$ cat config.mk
export PLATFORM = sky130hd
export DESIGN_NAME = rge_top
export DESIGN_NICKNAME = d
export VERILOG_FILES = /design/src/shared/rge_pkg.sv /design/src/rtl/rge_top.sv
export SDC_FILE = /design/constraint.sdc
export NUM_CORES = 1
export LEC_CHECK = 0
export BUFFER_PORTS_ARGS = -buffer_cell sky130_fd_sc_hd__buf_2
export CAP_MARGIN = 30
export CORE_MARGIN = 5
export CORE_UTILIZATION = 40
export DETAILED_ROUTE_END_ITERATION = 10
export PLACE_DENSITY = 0.82
export SLEW_MARGIN = 20
export SYNTH_ARGS = -nofsm -noshare
export SYNTH_HDL_FRONTEND = slang
export SYNTH_SLANG_ARGS = --single-unit
$ cat constraint.sdc
create_clock -name clk_sys -period 2.7 [get_ports clk_sys]
set_clock_uncertainty 0.15 [all_clocks]
set_input_delay 0.27 -clock clk_sys [delete_from_list [all_inputs] [get_ports clk_sys]]
set_output_delay 0.27 -clock clk_sys [all_outputs]
set_load 0.02 [all_outputs]
$ cat src/shared/rge_pkg.sv
// Constants and carrier types for the regulator enable gating block.
// Assumes a 32-bit Avalon-MM slave port with byte addresses.
package rge_pkg;

  localparam int unsigned ADDR_W = 4;
  localparam int unsigned DATA_W = 32;
  localparam int unsigned BE_W   = 4;

  localparam logic [3:0] OFS_CTRL   = 4'h0;
  localparam logic [3:0] OFS_KEYPAD = 4'h4;
  localparam logic [3:0] OFS_STATUS = 4'h8;

  localparam int unsigned CTRL_RXA_EN   = 0;
  localparam int unsigned CTRL_RXB_EN   = 1;
  localparam int unsigned CTRL_RXA_OVR  = 2;
  localparam int unsigned CTRL_RXB_OVR  = 3;
  localparam int unsigned CTRL_BACKLIGHT_DRIVE   = 4;
  localparam int unsigned CTRL_W        = 5;

  localparam int unsigned KEYPAD_COL_LSB = 0;
  localparam int unsigned KEYPAD_COL_MAX = 8;

  localparam int unsigned STAT_MAIN_EN   = 0;
  localparam int unsigned STAT_SLEEP_N   = 1;
  localparam int unsigned STAT_HOLD      = 2;
  localparam int unsigned STAT_RXA_ON    = 3;
  localparam int unsigned STAT_RXB_ON    = 4;
  localparam int unsigned STAT_MAIN_ON   = 5;
  localparam int unsigned STAT_ROW_LSB   = 8;
  localparam int unsigned STAT_ROW_MAX   = 8;
  localparam int unsigned STAT_KEY_DOWN  = 16;

  localparam int unsigned NUM_COLS_DEF = 4;
  localparam int unsigned NUM_ROWS_DEF = 6;

  localparam logic [31:0] CTRL_RST   = 32'h0000_0000;
  localparam logic [31:0] KEYPAD_RST = 32'h0000_0000;
  localparam logic [31:0] READ_ZERO  = 32'h0000_0000;

  typedef struct packed {
    logic backlight_on;
    logic rx_b_override;
    logic rx_a_override;
    logic rx_b_enable;
    logic rx_a_enable;
  } rge_ctrl_t;

  typedef struct packed {
    logic              read;
    logic              write;
    logic [ADDR_W-1:0] address;
    logic [DATA_W-1:0] writedata;
    logic [BE_W-1:0]   byteenable;
  } rge_req_t;

  typedef enum logic {
    BUS_IDLE,
    BUS_ACK
  } rge_bus_state_t;

endpackage

$ cat src/rtl/rge_top.sv
// Regulator enable gating, keypad strobe drive and row sense.
// Assumes pins synchronous to clk_sys and a 32-bit Avalon-MM master.
`timescale 1ns/1ns
`default_nettype none

module rge_top #(
  parameter int unsigned NUM_COLS = rge_pkg::NUM_COLS_DEF,
  parameter int unsigned NUM_ROWS = rge_pkg::NUM_ROWS_DEF
) (
  // Clock and reset.
  input  wire logic                        clk_sys,
  input  wire logic                        rst_n,

  // Avalon-MM slave.
  input  wire logic [rge_pkg::ADDR_W-1:0]  address,
  input  wire logic                        read,
  input  wire logic                        write,
  input  wire logic [rge_pkg::DATA_W-1:0]  writedata,
  input  wire logic [rge_pkg::BE_W-1:0]    byteenable,
  output logic      [rge_pkg::DATA_W-1:0]  readdata,
  output logic                             waitrequest,

  // Power control pins from the baseband processor.
  input  wire logic                        main_group_enable_in,
  input  wire logic                        sleep_n,
  input  wire logic                        optional_power_hold,

  // Regulator enables.
  output logic                             io_regulator_en,
  output logic                             analog_regulator_en,
  output logic                             coin_cell_regulator_en,
  output logic                             core_regulator_en,
  output logic                             rx_regulator_a_en,
  output logic                             rx_regulator_b_en,
  output logic                             power_keep_on,

  // Open-drain backlight drive.
  output logic                             backlight_drive_o,
  output logic                             backlight_drive_oe,

  // Keypad.
  output logic      [NUM_COLS-1:0]         keypad_column_strobe_o,
  output logic      [NUM_COLS-1:0]         keypad_column_strobe_oe,
  input  wire logic [NUM_ROWS-1:0]         keypad_row_sense_i
);

  localparam bit COLS_OK = NUM_COLS >= 1 &&
                           NUM_COLS <= rge_pkg::KEYPAD_COL_MAX;
  localparam bit ROWS_OK = NUM_ROWS >= 1 &&
                           NUM_ROWS <= rge_pkg::STAT_ROW_MAX;

  // Refuses sizes that the register images cannot hold.
  generate
    if (!COLS_OK) begin : g_bad_cols
      $error("NUM_COLS out of range");
    end
    if (!ROWS_OK) begin : g_bad_rows
      $error("NUM_ROWS out of range");
    end
  endgenerate

  // Decodes a byte offset into a one-hot register select.
  function automatic logic [2:0] sel_of(input logic [rge_pkg::ADDR_W-1:0] a);
    logic [2:0] s;
    s = 3'h0;
    case (a)
      rge_pkg::OFS_CTRL: begin
        s = 3'h1;
      end
      rge_pkg::OFS_KEYPAD: begin
        s = 3'h2;
      end
      rge_pkg::OFS_STATUS: begin
        s = 3'h4;
      end
      default: begin
        s = 3'h0;
      end
    endcase
    return s;
  endfunction

  // Merges write data into a register under the byte enables.
  function automatic logic [31:0] merge(input logic [31:0] old,
                                        input logic [31:0] wd,
                                        input logic [3:0]  be);
    logic [31:0] m;
    m = old;
    for (int i = 0; i < 4; i++) begin
      if (be[i]) begin
        m[i*8 +: 8] = wd[i*8 +: 8];
      end
    end
    return m;
  endfunction

  // Gates a receive regulator enable with the sleep pin and its override.
  function automatic logic rx_gate(input logic enable,
                                   input logic awake,
                                   input logic override);
    return enable & (awake | override);
  endfunction

  rge_pkg::rge_req_t       req;
  rge_pkg::rge_bus_state_t state_r;
  rge_pkg::rge_bus_state_t state_nxt;
  rge_pkg::rge_ctrl_t      ctrl_r;
  rge_pkg::rge_ctrl_t      ctrl_nxt;
  logic [NUM_COLS-1:0]     cols_r;
  logic [NUM_COLS-1:0]     cols_nxt;
  logic [31:0]             rdata_r;
  logic [31:0]             rdata_nxt;
  logic [31:0]             ctrl_word;
  logic [31:0]             keypad_word;
  logic [31:0]             status_word;
  logic [2:0]              sel;
  logic                    accept;
  logic                    key_down;
  logic                    rx_a_on;
  logic                    rx_b_on;
  logic                    main_on;
  logic [1:0]              rx_enable;
  logic [1:0]              rx_override;
  logic [1:0]              rx_on;

  assign req.read       = read;
  assign req.write      = write;
  assign req.address    = address;
  assign req.writedata  = writedata;
  assign req.byteenable = byteenable;

  assign sel    = sel_of(req.address);
  assign accept = (state_r == rge_pkg::BUS_ACK);

  // Regulator gating.
  assign main_on = main_group_enable_in;
  assign io_regulator_en        = main_on;
  assign analog_regulator_en    = main_on;
  assign coin_cell_regulator_en = main_on;
  assign core_regulator_en      = main_on;

  assign rx_enable   = {ctrl_r.rx_b_enable, ctrl_r.rx_a_enable};
  assign rx_override = {ctrl_r.rx_b_override, ctrl_r.rx_a_override};

  genvar r;
  generate
    for (r = 0; r < 2; r++) begin : g_rx
      assign rx_on[r] = rx_gate(rx_enable[r], sleep_n, rx_override[r]);
    end
  endgenerate
  assign rx_a_on = rx_on[0];
  assign rx_b_on = rx_on[1];
  assign rx_regulator_a_en = rx_a_on;
  assign rx_regulator_b_en = rx_b_on;

  assign power_keep_on = optional_power_hold;

  assign backlight_drive_o  = 1'b0;
  assign backlight_drive_oe = ctrl_r.backlight_on;

  // Column strobes pull low only while their drive bit is set.
  genvar c;
  generate
    for (c = 0; c < NUM_COLS; c++) begin : g_col
      assign keypad_column_strobe_o[c]  = 1'b0;
      assign keypad_column_strobe_oe[c] = cols_r[c];
    end
  endgenerate

  // A low row means a pressed key on a strobed column.
  assign key_down = ~(&keypad_row_sense_i);

  // Register word images.
  always_comb begin
    ctrl_word = rge_pkg::READ_ZERO;
    ctrl_word[rge_pkg::CTRL_RXA_EN]  = ctrl_r.rx_a_enable;
    ctrl_word[rge_pkg::CTRL_RXB_EN]  = ctrl_r.rx_b_enable;
    ctrl_word[rge_pkg::CTRL_RXA_OVR] = ctrl_r.rx_a_override;
    ctrl_word[rge_pkg::CTRL_RXB_OVR] = ctrl_r.rx_b_override;
    ctrl_word[rge_pkg::CTRL_BACKLIGHT_DRIVE]  = ctrl_r.backlight_on;
  end

  always_comb begin
    keypad_word = rge_pkg::READ_ZERO;
    keypad_word[rge_pkg::KEYPAD_COL_LSB +: NUM_COLS] = cols_r;
  end

  always_comb begin
    status_word = rge_pkg::READ_ZERO;
    status_word[rge_pkg::STAT_MAIN_EN] = main_group_enable_in;
    status_word[rge_pkg::STAT_SLEEP_N] = sleep_n;
    status_word[rge_pkg::STAT_HOLD]    = optional_power_hold;
    status_word[rge_pkg::STAT_RXA_ON]  = rx_a_on;
    status_word[rge_pkg::STAT_RXB_ON]  = rx_b_on;
    status_word[rge_pkg::STAT_MAIN_ON] = main_on;
    status_word[rge_pkg::STAT_ROW_LSB +: NUM_ROWS] = keypad_row_sense_i;
    status_word[rge_pkg::STAT_KEY_DOWN] = key_down;
  end

  // Bus handshake: one wait cycle, then completion.
  always_comb begin
    state_nxt = state_r;
    case (state_r)
      rge_pkg::BUS_IDLE: begin
        if (req.read || req.write) begin
          state_nxt = rge_pkg::BUS_ACK;
        end
      end
      rge_pkg::BUS_ACK: begin
        state_nxt = rge_pkg::BUS_IDLE;
      end
      default: begin
        state_nxt = rge_pkg::BUS_IDLE;
      end
    endcase
  end

  always_ff @(posedge clk_sys) begin
    if (!rst_n) begin
      state_r <= rge_pkg::BUS_IDLE;
    end else begin
      state_r <= state_nxt;
    end
  end

  assign waitrequest = ~accept;

  // Read data is captured while the request waits.
  always_comb begin
    rdata_nxt = rdata_r;
    if (state_r == rge_pkg::BUS_IDLE && req.read) begin
      case (sel)
        3'h1: begin
          rdata_nxt = ctrl_word;
        end
        3'h2: begin
          rdata_nxt = keypad_word;
        end
        3'h4: begin
          rdata_nxt = status_word;
        end
        default: begin
          rdata_nxt = rge_pkg::READ_ZERO;
        end
      endcase
    end
  end

  always_ff @(posedge clk_sys) begin
    if (!rst_n) begin
      rdata_r <= rge_pkg::READ_ZERO;
    end else begin
      rdata_r <= rdata_nxt;
    end
  end

  assign readdata = rdata_r;

  // Writes take effect at the completing edge.
  always_comb begin
    logic [31:0] w;
    w = rge_pkg::READ_ZERO;
    ctrl_nxt = ctrl_r;
    cols_nxt = cols_r;
    if (accept && req.write) begin
      if (sel == 3'h1) begin
        w = merge(ctrl_word, req.writedata, req.byteenable);
        ctrl_nxt.rx_a_enable   = w[rge_pkg::CTRL_RXA_EN];
        ctrl_nxt.rx_b_enable   = w[rge_pkg::CTRL_RXB_EN];
        ctrl_nxt.rx_a_override = w[rge_pkg::CTRL_RXA_OVR];
        ctrl_nxt.rx_b_override = w[rge_pkg::CTRL_RXB_OVR];
        ctrl_nxt.backlight_on  = w[rge_pkg::CTRL_BACKLIGHT_DRIVE];
      end
      if (sel == 3'h2) begin
        w = merge(keypad_word, req.writedata, req.byteenable);
        cols_nxt = w[rge_pkg::KEYPAD_COL_LSB +: NUM_COLS];
      end
    end
  end

  always_ff @(posedge clk_sys) begin
    if (!rst_n) begin
      ctrl_r  <= rge_pkg::rge_ctrl_t'(rge_pkg::CTRL_RST[rge_pkg::CTRL_W-1:0]);
      cols_r  <= rge_pkg::KEYPAD_RST[NUM_COLS-1:0];
    end else begin
      ctrl_r  <= ctrl_nxt;
      cols_r  <= cols_nxt;
    end
  end

endmodule

`default_nettype wire

==> flow_summary_export.csv <==
group,metric,value,unit
cts,cts_resized,0,
pwr,powerDensity,426,nW/um^2
yosys,synth_warnings,0,
detailed_routing,avgViaCountPerCell,4.57,
yosys,synth_mux_area_share,11.2,%
finish,nets,227,
die,num_io_pins,103,
placement,hpwl,2150,um
placement,globalplace.congestion,0.699,
placement,io_buffers,48,
pwr,power_leakage,0.654,nW
sta,max_freq,688,MHz
cts,clock_sinks,23,
yosys,syn_inst,136,
setup_path,ff2ff_path_depth,3,
finish,multi_input_area,626,sq um
yosys,synth_xor_area_share,0,%
yosys,yosys-top-cells-area,"dfxtp_1 (36%), buf_4 (17%), mux2i_1 (10%)",
global_route,met1_usage,13.7,%
finish,area_delta_synth_final,11.8,%
setup_path,worstPathMaxFanout,9,
global_route,overflow,0,
cts,cts_tree,"yes",
finish,nFillCells,323,
yosys,syn_area,1260,sq um
setup_path,cp-start-kind,"flop",
finish,seq_area,460,sq um
die,rows,20,
cts,holdBufCountCts,0,
yosys,synth_top_area_cell,"dfxtp_1",
placement,dp_slack,1.05,ns
sta,period_needed,1.45,ns
cts,cts_root_buffer,"clkbuf_4",
cts,clockBufferDepth,2,
sta,max_slew_margin,50.7,%
hold_path,hold_class,"primary input to flop",
detailed_routing,routed_wl,2710,um
pwr,peakVddDrop,0.000171,V
setup_path,r2r_start,"accept",
setup_path,crit_arrival,1.51,ns
finish,n_antenna_cell,0,
yosys,synth_seq_cells,23,
detailed_routing,vias,991,
die,dieArea,4380,sq um
finish,final_cell_mix,"buf_2 (48), conb_1 (24), dfxtp_1 (23)",
detailed_routing,drc_errors,0,
detailed_routing,wl_per_cell,12.5,um
cts,post_cts_buffers,0,
setup_path,required,2.76,ns
sta,hold_viol_final,0,
sta,finalWorstSetupSlack,1.25,ns
setup_path,cp-end-kind,"flop",
setup_path,crit_end,"readdata[4]",
global_route,grt_max_degree,28,
yosys,yosys.area_share.simple,17.0,%
global_route,busiest_layer,"met2",
run,cap_violations,0,
yosys,synthAdderAreaFrac,0,%
setup_path,r2r-end,"readdata[4]",
die,start_util,41.4,%
yosys,synth_compound_area_share,14.2,%
yosys,synth_top_family_by_area,"buffers and inverters",
global_route,met3_usage,4.25,%
die,die_x,66.2,um
setup_path,critPathLaunch,"accept",
yosys,post_synth.cell_area_avg,9.28,sq um
sta,maxSlewViolCount,0,
finish,layout_commonest_cell,"buf_2",
cts,htree_levels,1,
global_route,antenna_found_initial,0,
yosys,synth_top_area_share,36.5,%
global_route,grt_usage,11.9,%
sta,fin_crit_sh,53.8,%
setup_path,rrSetupSlack,1.25,ns
setup_path,path_class,"flop to flop",
global_route,grt_pass1_vias,912,
die,core,3050,sq um
global_route,grt_use_met2,20.7,%
sta,tightest_slew,0.738,ns
sta,rsz0062_at_grt,"false",
status,status,"complete, no violations",
sta,setup_viol,0,
finish,finalNonFillerCells,217,
yosys,yosysSeqAreaShare,36.5,%
placement,dp_cells,213,
yosys,synth.distinct_cells,28,
cts,clock_latency,0.30,ns
finish,drive_gt1_share,31.2,%
die,die_h,66.2,um
detailed_routing,dr.pass1.iters,4,
cts,clk_pin_slew,0.11,ns
detailed_routing,drt_iter0_drc,19,
cts,cts_inserted_buffers,3,
global_route,grt_pass1_wl,4120,um
sta,setup_tns,0,ns
detailed_routing,final_antenna_net_count,0,
[cell usage after synthesis, drive strengths merged]
library cell / n
buf: 35
nor4b: 2
a2bb2oi: 3
inv: 1
a32oi: 7
mux2i: 13
conb: 1
a21boi: 1
nand4: 1
and2: 1
o211ai: 1
and3b: 1
o2bb2ai: 4
nand2: 19
o32ai: 1
dfxtp: 23
nor2b: 9
mux2: 1
clkbuf: 3
nand2b: 1
a22oi: 1
nand3: 1
o21a: 2
o211a: 1
and3: 2
nor3: 1
[kinds of logic after synthesis]
logic type             Yosys count
multiplexers                    14
other                            1
buffers and inverters           39
AO/OA/AOI/OAI                   21
flip-flops                      23
AND/OR/NAND/NOR                 38
[how the worst min path moves through the flow]
stage / start / endpoint / cells after the start
floorplan: read / accept / 1
global placement: readdata[0] / readdata[0] / 1
detailed placement: readdata[2] / readdata[2] / 1
CTS: writedata[4] / backlight_drive_oe / 3
global route: writedata[4] / backlight_drive_oe / 3
finish: writedata[4] / backlight_drive_oe / 3
[cell type report]
| cell class | count | area share (%) |
|---|---|---|
| clock buffer | 4 | 1.86 |
| inverter | 1 | 0.266 |
| sequential | 23 | 32.6 |
| tap | 44 | 3.90 |
| multi-input combinational | 97 | 44.3 |
| timing repair buffer | 48 | 17.0 |
[routing by layer]
metal | vias to the layer above | wire length, um
li1 | 493 | -
met1 | 457 | 1080
met2 | 39 | 1340
met3 | 2 | 280
met4 | 0 | 11
met5 | - | 0
[worst max-delay path, stage by stage (launching register included)]
cell and delay [ns]:
dfxtp_1 0.38, nor4b_4 0.50, nand2_1 0.10, o32ai_1 0.24
[stage by stage]
stage                     util, %  cell area, sq um  power [mW]  hold WS, ns
after floorplan                 -              1350       0.456        0.258
after global placement       45.4              1390       0.453        0.297
after detailed placement     45.4              1390       0.454        0.299
after CTS                    46.2              1410       0.605       0.0463
after global routing         46.2              1410       0.633       0.0375
final                        46.2              1410       0.601       0.0543
[state kept, by name, indices dropped and copies added (netlist names)]
signal / cells
readdata: 13
ctrl_r: 4
keypad_column_strobe_oe: 4
accept: 1
backlight_drive_oe: 1
[where the power goes]
group	leakage [nW]	internal (mW)	switching, mW
Sequential	0.186	0.342	0.00265
Clock	0.0150	0.0575	0.0959
Combinational	0.453	0.0294	0.0738
No activity file was read; power rests on OpenSTA's default activity.
